==> config.mk <==
export PLATFORM = sky130hd
export DESIGN_NAME = drive_protection_trip_logic
export DESIGN_NICKNAME = d
export VERILOG_FILES = /design/src/common/trip_pkg.sv /design/src/design/drive_protection_trip_logic.sv /design/src/design/overload_integrator.sv
export SDC_FILE = /design/constraint.sdc
export NUM_CORES = 1
export LEC_CHECK = 0
export BUFFER_PORTS_ARGS = -buffer_cell sky130_fd_sc_hd__buf_2
export CORE_MARGIN = 2
export CORE_UTILIZATION = 55
export CTS_BUF_LIST = sky130_fd_sc_hd__clkbuf_2 sky130_fd_sc_hd__clkbuf_4 sky130_fd_sc_hd__clkbuf_8
export CTS_CLUSTER_SIZE = 14
export DETAILED_ROUTE_END_ITERATION = 10
export GPL_TIMING_DRIVEN = 0
export PLACE_DENSITY = 0.88
export SYNTH_ARGS = -nofsm -noshare
export SYNTH_HDL_FRONTEND = slang
export SYNTH_SLANG_ARGS = --single-unit
==> constraint.sdc <==
create_clock -name pclk -period 4.2 [get_ports pclk]
set_clock_uncertainty 0.15 [all_clocks]
set_input_delay 0.21 -clock pclk [delete_from_list [all_inputs] [get_ports pclk]]
set_output_delay 0.21 -clock pclk [all_outputs]
set_load 0.01 [all_outputs]
==> src/common/trip_pkg.sv <==
// Constants for the drive protection and trip logic block.
// Assumes a 20 MHz APB clock; the design files and the bench import this package whole, the contact model does not.
package trip_pkg;
	// ---------------------------------------------------------------
	// Register offsets (byte addresses)
	// ---------------------------------------------------------------
	localparam logic [7:0] OFS_CTRL = 8'h00;
	localparam logic [7:0] OFS_BAND = 8'h04;
	localparam logic [7:0] OFS_POL = 8'h08;
	localparam logic [7:0] OFS_IN_FUNC = 8'h0c;
	localparam logic [7:0] OFS_OUT_FUNC = 8'h10;
	localparam logic [7:0] OFS_STATUS = 8'h14;
	localparam logic [7:0] OFS_ACC = 8'h18;
	// ---------------------------------------------------------------
	// Field positions and reset values
	// ---------------------------------------------------------------
	localparam int CTRL_CLEAR_BIT = 0;
	localparam int PH_OUT_BIT = 1;
	localparam int PH_IN_BIT = 2;
	localparam logic [2:1] PH_EN_RESET = 2'h0;
	localparam logic [6:0] BAND_MIN = 7'h01;
	localparam logic [6:0] BAND_MAX = 7'h64;
	localparam logic [6:0] BAND_RESET = 7'h28;
	localparam logic [7:1] POL_RESET = 7'h00;
	localparam int FUNC_W = 4;
	localparam int NUM_TERM = 7;
	localparam int NUM_OUT = 3;
	localparam logic [3:0] FUNC_EXT_TRIP = 4'h4;
	localparam logic [3:0] FUNC_OL_WARN = 4'h6;
	localparam int ST_WARN_BIT = 7;
	localparam int ST_OL_TRIP_BIT = 8;
	localparam int ST_EXT_TRIP_BIT = 9;
	localparam int ST_OUT_LOSS_BIT = 10;
	localparam int ST_IN_LOSS_BIT = 11;
	// ---------------------------------------------------------------
	// Timing and overload figures
	// ---------------------------------------------------------------
	localparam int CLK_PERIOD_NS = 50;
	localparam int TICK_NS = 1000000;
	localparam int TICK_CYCLES = TICK_NS / CLK_PERIOD_NS;
	localparam logic [8:0] RATED_PCT = 9'h064;
	localparam logic [8:0] ALLOWED_PCT = 9'h096;
	localparam int ALLOWED_S = 60;
	localparam int WARN_PCT = 60;
	localparam int ACC_W = 22;
	localparam logic [ACC_W-1:0] TRIP_LEVEL = ACC_W'((150 - 100) * ALLOWED_S * 1000);
	localparam logic [ACC_W-1:0] WARN_LEVEL = ACC_W'((150 - 100) * ALLOWED_S * 1000 * WARN_PCT / 100);
endpackage : trip_pkg

==> src/design/drive_protection_trip_logic.sv <==
// Drive protection and trip logic: open-phase, external trip and
// inverter overload with an early warning on the output terminals.
// Assumes an APB master on pclk, asynchronous terminal pins, and
// measurement logic on pclk giving current and phase figures.
//
// What this block does
// - Bit 1 output, bit 2 input phase-loss enable
// - Input loss band 1 to 100 V, default 40
// - Terminal function code 4 gives external trip
// - Mask 0 normally open, 1 normally closed
// - Mask bits 1 to 7 map terminals one-seven
// - Inverse-time trip, 150 percent for one minute
// - Warning at 60 percent, 36 s at 150
// - Output function code 6 drives overload warning
`timescale 1ns/10ps
module drive_protection_trip_logic
	import trip_pkg::*;
#(
	parameter int TICK_DIV = TICK_CYCLES // Cycles per millisecond tick
)
(
	input wire logic pclk, // APB clock, 20 MHz
	input wire logic presetn, // Async reset, active low
	input wire logic psel, // APB select
	input wire logic penable, // APB enable
	input wire logic pwrite, // APB direction
	input wire logic [7:0] paddr, // APB byte address
	input wire logic [31:0] pwdata, // APB write data
	output logic [31:0] prdata, // APB read data
	output logic pready, // APB ready
	output logic pslverr, // APB error on unmapped address
	input wire logic [6:0] terminal_pins, // Terminals one to seven, 1 = closed
	input wire logic [8:0] current_pct, // Inverter current, percent of rated
	input wire logic output_phase_open, // Output phase missing detected
	input wire logic [6:0] input_ripple_volts, // Input ripple, volts
	output logic relay_one_out, // Relay 1 drive
	output logic relay_two_out, // Relay 2 drive
	output logic open_collector_out, // Open-collector output drive
	output logic trip_stop // Any trip, stop operation
);
	typedef struct packed {
		logic [6:0] sync1;
		logic [6:0] sync2;
		logic [2:1] ph_en;
		logic [6:0] band;
		logic [7:1] pol;
		logic [FUNC_W*NUM_TERM-1:0] in_func;
		logic [FUNC_W*NUM_OUT-1:0] out_func;
		logic ext_trip;
		logic in_loss_trip;
		logic out_loss_trip;
		logic [15:0] tick_cnt;
		logic [31:0] prdata;
		logic [NUM_OUT-1:0] outs;
		logic stop;
	} main_s;

	main_s st_ff;
	main_s nxt_st;
	logic [6:0] term_active;
	logic [6:0] ext_hit;
	logic [NUM_OUT-1:0] out_warn_sel;
	logic tick;
	logic clear;
	logic wr_en;
	logic rd_setup;
	logic mapped;
	logic ol_warn;
	logic ol_trip;
	logic [ACC_W-1:0] ol_acc;
	logic ext_cond;
	logic in_loss_cond;
	logic out_loss_cond;

	// ---------------------------------------------------------------
	// Per-terminal decode, polarity applied first
	// ---------------------------------------------------------------
	genvar gi;
	generate
		for (gi = 0; gi < NUM_TERM; gi++) begin : g_term
			// Closed contact reads 1; a set mask bit inverts it
			assign term_active[gi] = st_ff.sync2[gi] ^ st_ff.pol[gi+1];
			assign ext_hit[gi] = term_active[gi] &&
				(st_ff.in_func[gi*FUNC_W +: FUNC_W] == FUNC_EXT_TRIP);
		end
		for (gi = 0; gi < NUM_OUT; gi++) begin : g_out
			assign out_warn_sel[gi] = st_ff.out_func[gi*FUNC_W +: FUNC_W] == FUNC_OL_WARN;
		end
	endgenerate

	// ---------------------------------------------------------------
	// Bus strobes and trip conditions
	// ---------------------------------------------------------------
	assign mapped = (paddr <= OFS_ACC) && (paddr[1:0] == 2'h0);
	assign wr_en = psel && penable && pwrite && mapped;
	assign rd_setup = psel && !penable && !pwrite;
	assign clear = wr_en && (paddr == OFS_CTRL) && pwdata[CTRL_CLEAR_BIT];
	assign tick = (st_ff.tick_cnt == 16'(TICK_DIV - 1));
	assign ext_cond = |ext_hit;
	assign out_loss_cond = st_ff.ph_en[PH_OUT_BIT] && output_phase_open;
	assign in_loss_cond = st_ff.ph_en[PH_IN_BIT] && (input_ripple_volts > st_ff.band);

	// ---------------------------------------------------------------
	// Next state: sync, registers, trip latches, outputs
	// ---------------------------------------------------------------
	always_comb begin
		nxt_st = st_ff;
		nxt_st.sync1 = terminal_pins;
		nxt_st.sync2 = st_ff.sync1;
		nxt_st.tick_cnt = tick ? 16'h0000 : st_ff.tick_cnt + 16'h0001;
		if (wr_en) begin
			unique case (paddr)
				OFS_CTRL: nxt_st.ph_en = pwdata[PH_IN_BIT:PH_OUT_BIT];
				OFS_BAND: begin
					// Out-of-range writes clamp to the legal band
					if (pwdata[31:0] < 32'(BAND_MIN)) begin
						nxt_st.band = BAND_MIN;
					end else if (pwdata[31:0] > 32'(BAND_MAX)) begin
						nxt_st.band = BAND_MAX;
					end else begin
						nxt_st.band = pwdata[6:0];
					end
				end
				OFS_POL: nxt_st.pol = pwdata[7:1];
				OFS_IN_FUNC: nxt_st.in_func = pwdata[FUNC_W*NUM_TERM-1:0];
				OFS_OUT_FUNC: nxt_st.out_func = pwdata[FUNC_W*NUM_OUT-1:0];
				default: ;
			endcase
		end
		// Clear first, then set, so a live fault survives a clear
		if (clear) begin
			nxt_st.ext_trip = 1'b0;
			nxt_st.in_loss_trip = 1'b0;
			nxt_st.out_loss_trip = 1'b0;
		end
		if (ext_cond) begin
			nxt_st.ext_trip = 1'b1;
		end
		if (in_loss_cond) begin
			nxt_st.in_loss_trip = 1'b1;
		end
		if (out_loss_cond) begin
			nxt_st.out_loss_trip = 1'b1;
		end
		nxt_st.outs = out_warn_sel & {NUM_OUT{ol_warn}};
		nxt_st.stop = nxt_st.ext_trip || nxt_st.in_loss_trip || nxt_st.out_loss_trip || ol_trip;
		// Read data captured in setup so it is stable for the access
		if (rd_setup) begin
			nxt_st.prdata = 32'h0000_0000;
			unique case (paddr)
				OFS_CTRL: nxt_st.prdata[PH_IN_BIT:PH_OUT_BIT] = st_ff.ph_en;
				OFS_BAND: nxt_st.prdata[6:0] = st_ff.band;
				OFS_POL: nxt_st.prdata[7:1] = st_ff.pol;
				OFS_IN_FUNC: nxt_st.prdata[FUNC_W*NUM_TERM-1:0] = st_ff.in_func;
				OFS_OUT_FUNC: nxt_st.prdata[FUNC_W*NUM_OUT-1:0] = st_ff.out_func;
				OFS_STATUS: begin
					nxt_st.prdata[6:0] = term_active;
					nxt_st.prdata[ST_WARN_BIT] = ol_warn;
					nxt_st.prdata[ST_OL_TRIP_BIT] = ol_trip;
					nxt_st.prdata[ST_EXT_TRIP_BIT] = st_ff.ext_trip;
					nxt_st.prdata[ST_OUT_LOSS_BIT] = st_ff.out_loss_trip;
					nxt_st.prdata[ST_IN_LOSS_BIT] = st_ff.in_loss_trip;
				end
				OFS_ACC: nxt_st.prdata[ACC_W-1:0] = ol_acc;
				default: ;
			endcase
		end
	end

	always_ff @(posedge pclk or negedge presetn) begin
		if (!presetn) begin
			st_ff <= '{sync1: 7'h00, sync2: 7'h00, ph_en: PH_EN_RESET, band: BAND_RESET,
				pol: POL_RESET, in_func: '0, out_func: '0, ext_trip: 1'b0,
				in_loss_trip: 1'b0, out_loss_trip: 1'b0, tick_cnt: 16'h0000,
				prdata: 32'h0000_0000, outs: '0, stop: 1'b0};
		end else begin
			st_ff <= nxt_st;
		end
	end

	// ---------------------------------------------------------------
	// Overload integrator
	// ---------------------------------------------------------------
	overload_integrator u_overload (
		.pclk(pclk),
		.presetn(presetn),
		.tick(tick),
		.current_pct(current_pct),
		.clear(clear),
		.warn(ol_warn),
		.trip(ol_trip),
		.acc(ol_acc)
	);

	// Zero-wait slave; unmapped or unaligned addresses answer with an error
	assign pready = 1'b1;
	assign pslverr = psel && penable && !mapped;
	assign prdata = st_ff.prdata;
	assign relay_one_out = st_ff.outs[0];
	assign relay_two_out = st_ff.outs[1];
	assign open_collector_out = st_ff.outs[2];
	assign trip_stop = st_ff.stop;

	// ---------------------------------------------------------------
	// Assertions
	// ---------------------------------------------------------------
	property p_out_loss;
		@(posedge pclk) disable iff (!presetn)
		(st_ff.ph_en[PH_OUT_BIT] && output_phase_open) |=> st_ff.out_loss_trip ##1 trip_stop;
	endproperty
	a_out_loss: assert property (p_out_loss) else $error("output phase loss not tripped");

	property p_in_loss_off;
		@(posedge pclk) disable iff (!presetn)
		(!st_ff.ph_en[PH_IN_BIT] && !st_ff.in_loss_trip) |=> !st_ff.in_loss_trip;
	endproperty
	a_in_loss_off: assert property (p_in_loss_off) else $error("input loss tripped while disabled");

	property p_band_range;
		@(posedge pclk) disable iff (!presetn)
		(st_ff.band >= BAND_MIN) && (st_ff.band <= BAND_MAX);
	endproperty
	a_band_range: assert property (p_band_range) else $error("band outside 1 to 100 V");

	property p_in_loss;
		@(posedge pclk) disable iff (!presetn)
		(st_ff.ph_en[PH_IN_BIT] && input_ripple_volts > st_ff.band) |=> st_ff.in_loss_trip;
	endproperty
	a_in_loss: assert property (p_in_loss) else $error("input phase loss not tripped");

	property p_ext_trip;
		@(posedge pclk) disable iff (!presetn)
		(st_ff.in_func[3:0] == FUNC_EXT_TRIP && (st_ff.sync2[0] ^ st_ff.pol[1])) |=> st_ff.ext_trip ##1 trip_stop;
	endproperty
	a_ext_trip: assert property (p_ext_trip) else $error("external trip on terminal one missed");

	property p_nc_idle;
		@(posedge pclk) disable iff (!presetn)
		(st_ff.sync2 == st_ff.pol && !st_ff.ext_trip && !ext_cond) |=> !st_ff.ext_trip;
	endproperty
	a_nc_idle: assert property (p_nc_idle) else $error("closed normally-closed contact seen active");

	property p_map_seven;
		@(posedge pclk) disable iff (!presetn)
		(st_ff.in_func[FUNC_W*NUM_TERM-1 -: FUNC_W] == FUNC_EXT_TRIP && st_ff.sync2[6] != st_ff.pol[7]) |=> st_ff.ext_trip;
	endproperty
	a_map_seven: assert property (p_map_seven) else $error("terminal seven uses wrong mask bit");

	property p_relay_warn;
		@(posedge pclk) disable iff (!presetn)
		(st_ff.out_func[3:0] == FUNC_OL_WARN) |=> (relay_one_out == $past(ol_warn));
	endproperty
	a_relay_warn: assert property (p_relay_warn) else $error("relay does not follow overload warning");

	property p_trip_hold;
		@(posedge pclk) disable iff (!presetn)
		(st_ff.ext_trip && !clear) |=> st_ff.ext_trip;
	endproperty
	a_trip_hold: assert property (p_trip_hold) else $error("external trip dropped without reset");

	c_ext_trip: cover property (@(posedge pclk) disable iff (!presetn) $rose(st_ff.ext_trip));
	c_in_loss: cover property (@(posedge pclk) disable iff (!presetn) $rose(st_ff.in_loss_trip));
	c_warn_out: cover property (@(posedge pclk) disable iff (!presetn) $rose(open_collector_out));
endmodule : drive_protection_trip_logic

==> src/design/overload_integrator.sv <==
// Inverse-time overload integrator: heat accumulator, warning and trip.
// Assumes a one-cycle tick every millisecond and a current figure in
// percent of rated current from logic on the same clock.
`timescale 1ns/10ps
module overload_integrator
	import trip_pkg::*;
(
	input wire logic pclk, // System clock
	input wire logic presetn, // Async reset, active low
	input wire logic tick, // Millisecond enable pulse
	input wire logic [8:0] current_pct, // Current, percent of rated
	input wire logic clear, // Trip reset pulse
	output logic warn, // Overload warning level
	output logic trip, // Latched overload trip
	output logic [ACC_W-1:0] acc // Heat accumulator
);
	typedef struct packed {
		logic [ACC_W-1:0] acc;
		logic warn;
		logic trip;
	} ol_s;

	ol_s st_ff;
	ol_s nxt_st;
	logic [8:0] excess;
	logic [8:0] relief;
	logic [ACC_W-1:0] sum;

	// ---------------------------------------------------------------
	// Accumulate excess above rated, relax below it
	// ---------------------------------------------------------------
	always_comb begin
		nxt_st = st_ff;
		excess = current_pct - RATED_PCT;
		relief = RATED_PCT - current_pct;
		sum = st_ff.acc + {{(ACC_W-9){1'b0}}, excess};
		if (tick) begin
			if (current_pct > RATED_PCT) begin
				// Saturate so a long overload cannot wrap the count
				nxt_st.acc = (sum > TRIP_LEVEL) ? TRIP_LEVEL : sum;
			end else if (st_ff.acc > {{(ACC_W-9){1'b0}}, relief}) begin
				nxt_st.acc = st_ff.acc - {{(ACC_W-9){1'b0}}, relief};
			end else begin
				nxt_st.acc = '0;
			end
		end
		nxt_st.warn = nxt_st.acc >= WARN_LEVEL;
		// Set wins over a clear in the same cycle
		if (clear) begin
			nxt_st.trip = 1'b0;
		end
		if (nxt_st.acc >= TRIP_LEVEL) begin
			nxt_st.trip = 1'b1;
		end
	end

	always_ff @(posedge pclk or negedge presetn) begin
		if (!presetn) begin
			st_ff <= '0;
		end else begin
			st_ff <= nxt_st;
		end
	end

	assign warn = st_ff.warn;
	assign trip = st_ff.trip;
	assign acc = st_ff.acc;

	// ---------------------------------------------------------------
	// Assertions
	// ---------------------------------------------------------------
	property p_ol_trip_level;
		@(posedge pclk) disable iff (!presetn)
		(acc >= TRIP_LEVEL) |-> trip;
	endproperty
	a_ol_trip_level: assert property (p_ol_trip_level) else $error("overload trip missing at limit");

	property p_ol_accumulate;
		@(posedge pclk) disable iff (!presetn)
		(tick && current_pct == ALLOWED_PCT && acc < WARN_LEVEL) |=> (acc == $past(acc) + 22'd50);
	endproperty
	a_ol_accumulate: assert property (p_ol_accumulate) else $error("wrong heat step at 150 percent");

	property p_ol_warn;
		@(posedge pclk) disable iff (!presetn)
		warn == (acc >= WARN_LEVEL);
	endproperty
	a_ol_warn: assert property (p_ol_warn) else $error("warning not at 60 percent of heat");

	property p_ol_warn_before_trip;
		@(posedge pclk) disable iff (!presetn)
		$rose(trip) && !$past(clear) |-> $past(warn);
	endproperty
	a_ol_warn_before_trip: assert property (p_ol_warn_before_trip) else $error("trip without prior warning");

	c_ol_trip: cover property (@(posedge pclk) disable iff (!presetn) $rose(trip));
endmodule : overload_integrator

# After elaboration in Yosys (flattened, before gate mapping)

Index checks and enable logic that the tools add are counted.

Register bits: 145
Word-level logic and storage cells: 109

Add/subtract/negate cells: 5
Order comparisons: 9
Equality and inequality tests: 17
Muxes and demuxes: 20
Bitwise gates (word level): 8
Reduce and logical (&&, ||, !) cells: 33

Operators by type and width:

| kind                    | number |
|---|---|
| $mux W22                | 4 |
| $eq A4 B3 Y1 const B    | 10 |
| $gt A32 B7 Y1 const B   | 1 |
| $lt A32 B1 Y1 const B   | 1 |
| $eq A8 B5 Y1 const B    | 3 |
| $pmux W4 S6             | 1 |
| $add A22 B9 Y22         | 1 |
| $ge A22 B21 Y1 const B  | 1 |
| $ge A22 B22 Y1 const B  | 1 |
| $gt A22 B22 Y1 const B  | 1 |
| $gt A22 B9 Y1           | 1 |
| $sub A22 B9 Y22         | 1 |
| $pmux W10 S2            | 1 |
| $logic_and A1 B1 Y1     | 18 |
| $add A16 B1 Y16 const B | 1 |
| $eq A16 B15 Y1 const B  | 1 |
| $eq A8 B4 Y1 const B    | 2 |
| $mux W16                | 1 |
| $pmux W4 S4             | 1 |
| $mux W7                 | 2 |
| $pmux W2 S7             | 1 |
| $pmux W1 S5             | 2 |
| $reduce_and A2 Y1       | 5 |
| $gt A9 B7 Y1 const B    | 1 |
| other kinds (16)        | 30 |

# Depth between registers and ports, before layout

Gate-level depths: netlist of the first run.

Depth after elaboration: 10
Gate-level depth with buffers: 20
Mapped depth without buffers: 19

# By module

Synthesis of the first run repeated with hierarchy kept, for this count alone.

Cells, all modules: 942
Area, all modules: 9,091.2 sq um

Modules (own cells, without submodules):

| module                      | instances | cells each | area an instance (sq um) | seq. area each (sq um) |
|---|---|---|---|---|
| drive_protection_trip_logic | 1         | 509        | 5,796.8                  | 3,030.4 |
| overload_integrator         | 1         | 433        | 3,294.4                  | 600.6 |

# Least setup slack after synthesis of the first run

OpenSTA, ideal clock, no wires.

Path kind: input-to-reg
Start point: input port current_pct[3]
End point: register u_overload.st_ff (netlist bit u_overload.warn)
Library setup time: 0.125 ns
Data arrival time: 3.766 ns
Data required time: 3.925 ns
Path slack: 0.159 ns
Stages on the path: 18
Path buffers: 0
Cell sequence: inv_1 ha_1 nand2b_1 a31oi_1 xor2_1 ha_1 and3_4 nand2_1 a21o_1 and2_4 or4b_4 xnor2_2 o21ai_1 a21o_2 a31oi_1 or3b_1 a31oi_1 o21ai_1

RTL lines:

| item                 | line                              | text |
|---|---|---|
| from (decl)          | drive_protection_trip_logic.sv:33 | `input wire logic [8:0] current_pct,` |
| to (signal assigned) | overload_integrator.sv:61         | `st_ff <= nxt_st;` |
| to (decl)            | overload_integrator.sv:23         | `ol_s st_ff;` |

==> impl_metrics.py, run 1 <==
metrics = {
    "outcome": {
        "status": "complete, no violations",
    },
    "drt": {
        "vias": 8617,
        "ant_nets": 0,
        "wirelength_mm": 26.8,
        "wl_per_cell_um": 19.8,
        "drt-vias-per-instance": 6.37,
        "drt-pass1-iter-count": 8,
        "drc": 0,
        "drt_iter0_markers": 1074,
    },
    "die": {
        "row_count": 46,
        "chipWidth_um": 132,
        "die_area_um2": 17400,
        "start_util_pct": 56.3,
        "io_pins": 107,
        "die_height_um": 132,
        "core_area_um2": 15900,
    },
    "yosys": {
        "synth_edf_count": 0,
        "synthFlopType": "dfrtp_1",
        "syn_area_um2": 8970,
        "yosysTopAreaCell": "dfrtp_1",
        "synth_seq_cells": 145,
        "synthDistinctLibCells": 87,
        "syn_inst": 960,
        "avgSynthCellArea_um2": 9.35,
        "yosysTopAreaCellShare_pct": 39.9,
        "ys_top_cells_by_area": "dfrtp_1 (40%), mux2_2 (6.1%), ha_1 (4.5%), nor2_1 (3.9%), nand2_1 (3.4%)",
        "synth-warning-count": 0,
        "synth-async-reset-ratio_pct": 100,
        "yosysSeqAreaShare_pct": 40.5,
    },
    "clock_network": {
        "cts_sinks": 145,
        "cts_buffers": 17,
        "clkTransAtPathRegs_ns": 0.09,
        "cts-root-buf": "clkbuf_8",
        "cts_tree": "built",
        "ctsLongestPathBuffers": 2,
        "insertion_delay_ns": 0.46,
        "h-tree-depth": 4,
    },
    "placed_design": {
        "finalWeightedCongestion": 0.969,
        "dpl.hpwl_mm": 19.3,
        "port_buffers": 98,
        "post_dp_cell_area_um2": 9780,
        "dp_cells": 1278,
    },
    "critical_path": {
        "endpoint": "u_overload.warn$_DFF_PN0_",
        "crit_type": "register to register",
        "startpoint": "u_overload.acc[0]$_DFF_PN0_",
        "start_kind": "register",
        "ff2ff_path_depth": 15,
        "cp-end-kind": "register",
        "crit_arrival_ns": 4.25,
        "required_ns": 4.39,
        "cp_max_fo": 5,
        "r2r-end": "u_overload.warn$_DFF_PN0_",
        "rr_startpoint": "u_overload.acc[0]$_DFF_PN0_",
        "reg2reg_slack_ns": 0.14,
    },
    "run": {
        "maxCapViolations": 0,
    },
    "pwr": {
        "irDropWorstVdd_mv": 0.261,
        "power_density_nw_per_um2": 287,
        "p_leak_nw": 4.82,
        "finalPower_w": 0.00309,
    },
    "sta": {
        "max_slew_margin_pct": 12.1,
        "final_hold_viol_count": 0,
        "slew_viol_final": 0,
        "setup_violations": 0,
        "min_period_ns": 4.06,
        "rsz0062_at_grt": "yes",
        "finalCritPeriodShare_pct": 96.6,
        "max_slew.worst_pin.slew_ns": 1.31,
        "fmax_ghz": 0.247,
    },
    "global_routing": {
        "grt_use_total_pct": 30.5,
        "grt_overflow": 0,
        "grt_pass1_wl_mm": 42.1,
        "antenna_found_initial": 1,
        "grt_max_degree": 90,
        "grt_pass1_vias": 8053,
    },
    "layout": {
        "fin_cells": 1353,
        "nNetsFinal": 1227,
        "syn_to_final_growth_pct": 19.8,
        "postLayoutCellArea_um2": 10800,
        "insertedDiodeCount": 0,
        "nFillCells": 1204,
        "layout-drive-gt1-share_pct": 24.3,
    },
    "hold_path": {
        "hp-class": "input pin to asynchronous set/reset pin",
    },
}
==> through the flow <==
step / hold WS [ns] / utilization (%) / setup TNS [ns] / setup WS, ns
final: 0.108 / 67.4 / 0 / 0.144
after global routing: 0.153 / 67.4 / -0.0286 / -0.0148
after floorplan: -0.236 / - / 0 / 0.159
after global placement: 0.167 / 61.1 / -3.41 / -0.676
after CTS: 0.116 / 66.5 / 0 / 0.0211
after detailed placement: 0.0529 / 61.3 / -4.14 / -0.649
==> cell usage in the layout, fill, tap and decap left out, types with 15 or more instances in the layout <==
cell / count
dfrtp_1: 141
nand3_1: 35
xnor2_1: 25
nor2_1: 93
clkbuf_1: 31
inv_1: 27
a22oi_1: 25
a31oi_1: 16
nand2_1: 81
dlygate4sd3_1: 37
buf_2: 101
clkbuf_8: 18
mux2_2: 49
nor3_1: 31
buf_4: 41
nor4_1: 15
a21oi_1: 32
o21ai_0: 37
nand2b_1: 15
ha_1: 31
xor2_1: 18
==> critical path, cell delays in order, from the launching register on <==
cell and delay (ns):
dfrtp_2 0.39, ha_1 0.16, inv_1 0.06, fa_2 0.35
nand2b_4 0.17, a21o_1 0.22, a21o_4 0.25, a2111oi_4 0.37
nor2_1 0.13, nor4_2 0.36, o21ai_2 0.20, a21o_4 0.29
a311oi_2 0.39, o21ai_0 0.17, a31oi_1 0.20, o21ai_1 0.08
==> area by class of cell <==
type,instances,area (um2),share of cell area (%)
multi-input combinational,716,4990,46.4
clock inverter,14,140,1.30
clock buffer,18,248,2.30
buffer,75,429,3.99
tap,216,270,2.51
sequential,145,3630,33.8
inverter,27,101,0.943
timing repair buffer,142,940,8.74
==> worst min path at each step <==
stage,end,slack [ns],depth (start not counted)
3_5_place_dp,st_ff[46]$_DFF_PN0_,0.05,1
3_3_place_gp,nxt_st[114]$_DFF_PN0_,0.17,1
6_report,st_ff[46]$_DFF_PN0_,0.11,2
5_1_grt,st_ff[46]$_DFF_PN0_,0.15,2
4_1_cts,st_ff[46]$_DFF_PN0_,0.12,2
2_1_floorplan,nxt_st[111]$_DFF_PN0_,-0.24,0
==> flip-flops by register name, summed over array words and instances (netlist names) <==
register            cells
u_overload.acc         22
prdata                 28
trip_stop               1
st_ff                  82
nxt_st                  7
u_overload.trip         1
relay_two_out           1
u_overload.warn         1
relay_one_out           1
open_collector_out      1
==> metal layers <==
metal / up-vias / track usage (%) / part of all wire, %
met5: - / 0 / 0.045
met4: 2 / 10.9 / 3.6
met3: 97 / 7.84 / 10
met2: 532 / 49.6 / 47
met1: 4171 / 39.9 / 39
li1: 3815 / - / -
==> Yosys cell counts, types with 4 or more instances <==
library cell  number
a222oi_1           4
xnor2_1           25
nand2_1           82
nor2b_1            5
clkbuf_1          31
a221oi_1          12
nor3_1            35
a211oi_1           7
and3_1             4
nand4_1           12
nand2b_1          16
or4_1              4
and2_1             7
a31oi_1           17
or3_1              6
buf_2              5
o21ai_1            9
nor4b_1            4
o21ai_0           37
a211o_1            4
a21oi_1           36
o31ai_1            4
nand3_1           35
buf_4             35
a22o_1            10
ha_1              32
a22oi_1           25
xor2_1            18
nand3b_1           9
dfrtp_1          143
o22ai_1            8
nor2_1            93
o211ai_1           6
inv_1             27
o21a_1             7
mux2_2            49
nor4_1            16
a21o_1             8
==> power breakdown <==
group	switching [W]	leakage (nW)	internal [W]
Combinational	0.000321	2.76	0.000229
Clock	0.000595	0.194	0.000501
Sequential	0.0000200	1.87	0.00142
Total	0.000936	4.82	0.00215
==> what timing repair did <==
| action | CTS | global route |
|---|---|---|
| setup endpoints to repair | 8 | 2 |
| pin swaps | 3 | 7 |
| gates resized for setup | 10 | 25 |
| hold buffers | 37 | 0 |
| buffers inserted | 4 | 2 |
| cloned | 0 | 0 |
| hold endpoints to repair | 119 | 0 |
==> kinds of logic after synthesis <==
kind of cell / after synthesis / synth area share (%)
fa+ha+maj: 34 / 4.91
simple gates: 353 / 19.9
flops: 145 / 40.5
compound gates: 229 / 18.0
xor+xnor: 44 / 4.38
other cells: 2 / 0.0837
mux: 51 / 6.37
buf+inv: 102 / 5.88
Note: power is estimated with default switching activity, not from simulation.
==> run 2, diff against run 1 <==
Settings changed: ABC_AREA from default to 1, PLACE_DENSITY 0.88 to default, PLACE_DENSITY_LB_ADDON from default to 0.25.
==> run 2 against run 1 <==
Global-route usage up 0.43 points. Synthesized cell count up 34%. Combinational power down 10%. First-iteration DRC count down 20%. Hold slack worse by 0.090 ns. Largest power group unchanged.
==> impl_metrics.py, run 2 <==
metrics = {
    "outcome": {
        "status": "complete, no violations",
    },
    "die": {
        "chipWidth_um": 136,
        "io_pins": 107,
        "row_count": 48,
        "die_height_um": 136,
        "core_area_um2": 17100,
        "start_util_pct": 55.8,
        "die_area_um2": 18400,
    },
    "clock_network": {
        "postCtsSetupRepairBufs": 0,
        "cts_sinks": 145,
        "cts_buffers": 17,
        "insertion_delay_ns": 0.49,
        "cts_tree": "built",
        "h-tree-depth": 4,
        "cts.repair.resized": 0,
        "ctsLongestPathBuffers": 2,
        "cts-root-buf": "clkbuf_8",
        "clkTransAtPathRegs_ns": 0.11,
        "ctsHoldBuffers": 38,
    },
    "critical_path": {
        "ff2ff_path_depth": 22,
        "cp_max_fo": 5,
        "crit_type": "register to register",
        "crit_arrival_ns": 3.91,
        "start_kind": "register",
        "required_ns": 4.45,
        "cp-end-kind": "register",
    },
    "yosys": {
        "ys_top_cells_by_area": "dfrtp_1 (37%), nand2_1 (13%), inv_1 (6.4%), nor2_1 (5.0%), ha_1 (4.2%)",
        "yosysTopAreaCellShare_pct": 37.5,
        "yosysMostFrequentCell": "nand2_1",
        "ys_top_cells_by_count": "nand2_1 (336), inv_1 (164), dfrtp_1 (143), nor2_1 (126), nand3_1 (79)",
        "synthFlopType": "dfrtp_1",
        "yosysTopAreaCell": "dfrtp_1",
        "synth-warning-count": 0,
        "yosysSeqAreaShare_pct": 38.0,
        "syn_area_um2": 9550,
        "synth-async-reset-ratio_pct": 100,
        "synthDistinctLibCells": 61,
        "synth_edf_count": 0,
        "syn_inst": 1289,
        "synth_seq_cells": 145,
        "avgSynthCellArea_um2": 7.41,
    },
    "hold_path": {
        "whs_path_depth": 4,
        "hp-class": "input pin to register",
    },
    "sta": {
        "final_hold_viol_count": 0,
        "fmax_ghz": 0.274,
        "slew_viol_final": 0,
        "setup_violations": 0,
        "fin_tns_setup_ns": 0,
        "min_period_ns": 3.65,
        "finalCritPeriodShare_pct": 87.0,
        "rsz0062_at_grt": "no",
        "max_slew_margin_pct": 38.0,
        "max_slew.worst_pin.slew_ns": 0.923,
    },
    "global_routing": {
        "grt_pass1_vias": 8592,
        "grt_overflow": 0,
        "antenna_found_initial": 0,
        "grt_use_total_pct": 31.0,
        "grt_max_degree": 95,
        "grt_pass1_wl_mm": 43.8,
    },
    "pwr": {
        "power_density_nw_per_um2": 274,
        "power.internal_w": 0.00216,
        "clockPowerShare_pct": 36.8,
        "irDropWorstVdd_mv": 0.237,
        "p_leak_nw": 5.73,
        "power_frac_seq_pct": 47.0,
        "p_comb_share_pct": 16.1,
        "power_switching_w": 0.000897,
        "switching_share_pct": 29.3,
    },
    "drt": {
        "drt_iter0_markers": 859,
        "drt-vias-per-instance": 5.50,
        "wirelength_mm": 27.5,
        "drt-pass1-iter-count": 5,
        "vias": 9291,
        "drc": 0,
        "ant_nets": 0,
        "wl_per_cell_um": 16.3,
    },
    "layout": {
        "largest_register_ffs": 82,
        "utilization_pct": 65.2,
        "nFillCells": 1563,
        "layout-drive-gt1-share_pct": 17.1,
        "nNetsFinal": 1554,
        "multiInputGateArea_um2": 4860,
        "insertedDiodeCount": 0,
        "layout_common_cells": "nand2_1 (336), inv_1 (164), dfrtp_1 (143)",
        "syn_to_final_growth_pct": 16.9,
        "final_common_cell": "nand2_1",
        "seq_area_um2": 3630,
        "regMostFlops": "st_ff",
    },
    "placed_design": {
        "finalWeightedCongestion": 0.966,
        "dpl.hpwl_mm": 21.2,
        "port_buffers": 100,
    },
    "run": {
        "maxCapViolations": 0,
    },
}
-- run 2: power by group through the flow --
stage / combinational [W] / clock [W] / sequential (W)
6_report: 0.000494 / 0.00113 / 0.00144
3_5_place_dp: 0.000460 / 0 / 0.00147
2_1_floorplan: 0.000292 / 0 / 0.00146
4_1_cts: 0.000489 / 0.00114 / 0.00144
5_1_grt: 0.000554 / 0.00120 / 0.00144
3_3_place_gp: 0.000448 / 0 / 0.00147
-- run 2: cells by family after synthesis --
family | count (synthesis) | share of synthesized area (%)
simple gates | 642 | 29.7
xor+xnor | 35 | 3.29
flops | 145 | 38.0
buf+inv | 239 | 11.2
fa+ha+maj | 34 | 4.61
compound gates | 179 | 11.6
other cells | 2 | 0.0786
mux | 13 | 1.53
-- run 2: layer usage --
layer | vias up | share of wire (%) | GRT usage, %
met5 | - | 0 | 0
met4 | 0 | 2.7 | 10.4
met3 | 60 | 8.6 | 6.73
met2 | 413 | 46 | 49.5
met1 | 4319 | 43 | 42.0
li1 | 4499 | - | -
-- run 2: path summary, 6_finish.rpt --
path                                                  start                        end  slack [ns]
worst max-delay path            u_overload.acc[0]$_DFF_PN0_  u_overload.warn$_DFF_PN0_        0.55
worst min-delay path                                penable      prdata[0]$_DFFE_PN0P_        0.02
worst max register to register  u_overload.acc[0]$_DFF_PN0_  u_overload.warn$_DFF_PN0_        0.55
worst min register to register        nxt_st[111]$_DFF_PN0_       st_ff[111]$_DFF_PN0_        0.20
max in group asynchronous                           presetn     st_ff[107]$_DFFE_PN1P_        2.96
min in group asynchronous                           presetn    relay_one_out$_DFF_PN0_        0.10
-- run 2: layout make-up --
cell class,count,area share [%]
clock inverter,14,1.40
timing repair buffer,140,8.24
sequential,145,32.5
buffer,63,3.62
clock buffer,18,2.16
multi-input combinational,908,43.6
inverter,176,5.94
tap,225,2.52
-- run 2: through the flow --
stage	hold WS, ns	instance area (um2)	total power, W	worst slack, ns	cells
2_1_floorplan	-0.236	9560	0.00175	1.05	1292
3_3_place_gp	0.169	10300	0.00192	0.333	1617
3_5_place_dp	0.0316	10400	0.00193	0.277	1618
4_1_cts	0.00265	11200	0.00307	0.650	1688
5_1_grt	0.0430	11200	0.00320	0.314	1689
6_report	0.0182	11200	0.00306	0.545	1689
-- run 2: critical path, cell delays in order, from the launching register on --
cell and delay, ns:
dfrtp_1 0.50, ha_1 0.27, inv_1 0.07, fa_1 0.39
inv_1 0.13, nand3_1 0.10, nand2_1 0.15, nand2_1 0.09
nand2_1 0.09, nand2_1 0.06, nand2_1 0.11, nand3_1 0.08
nor2_1 0.09, nand2_1 0.10, nor2_1 0.18, nand3_4 0.13
a21oi_2 0.36, nand2_2 0.15, a21oi_4 0.17, inv_1 0.05
nand2_1 0.07, nand3_1 0.06, nand2_1 0.06
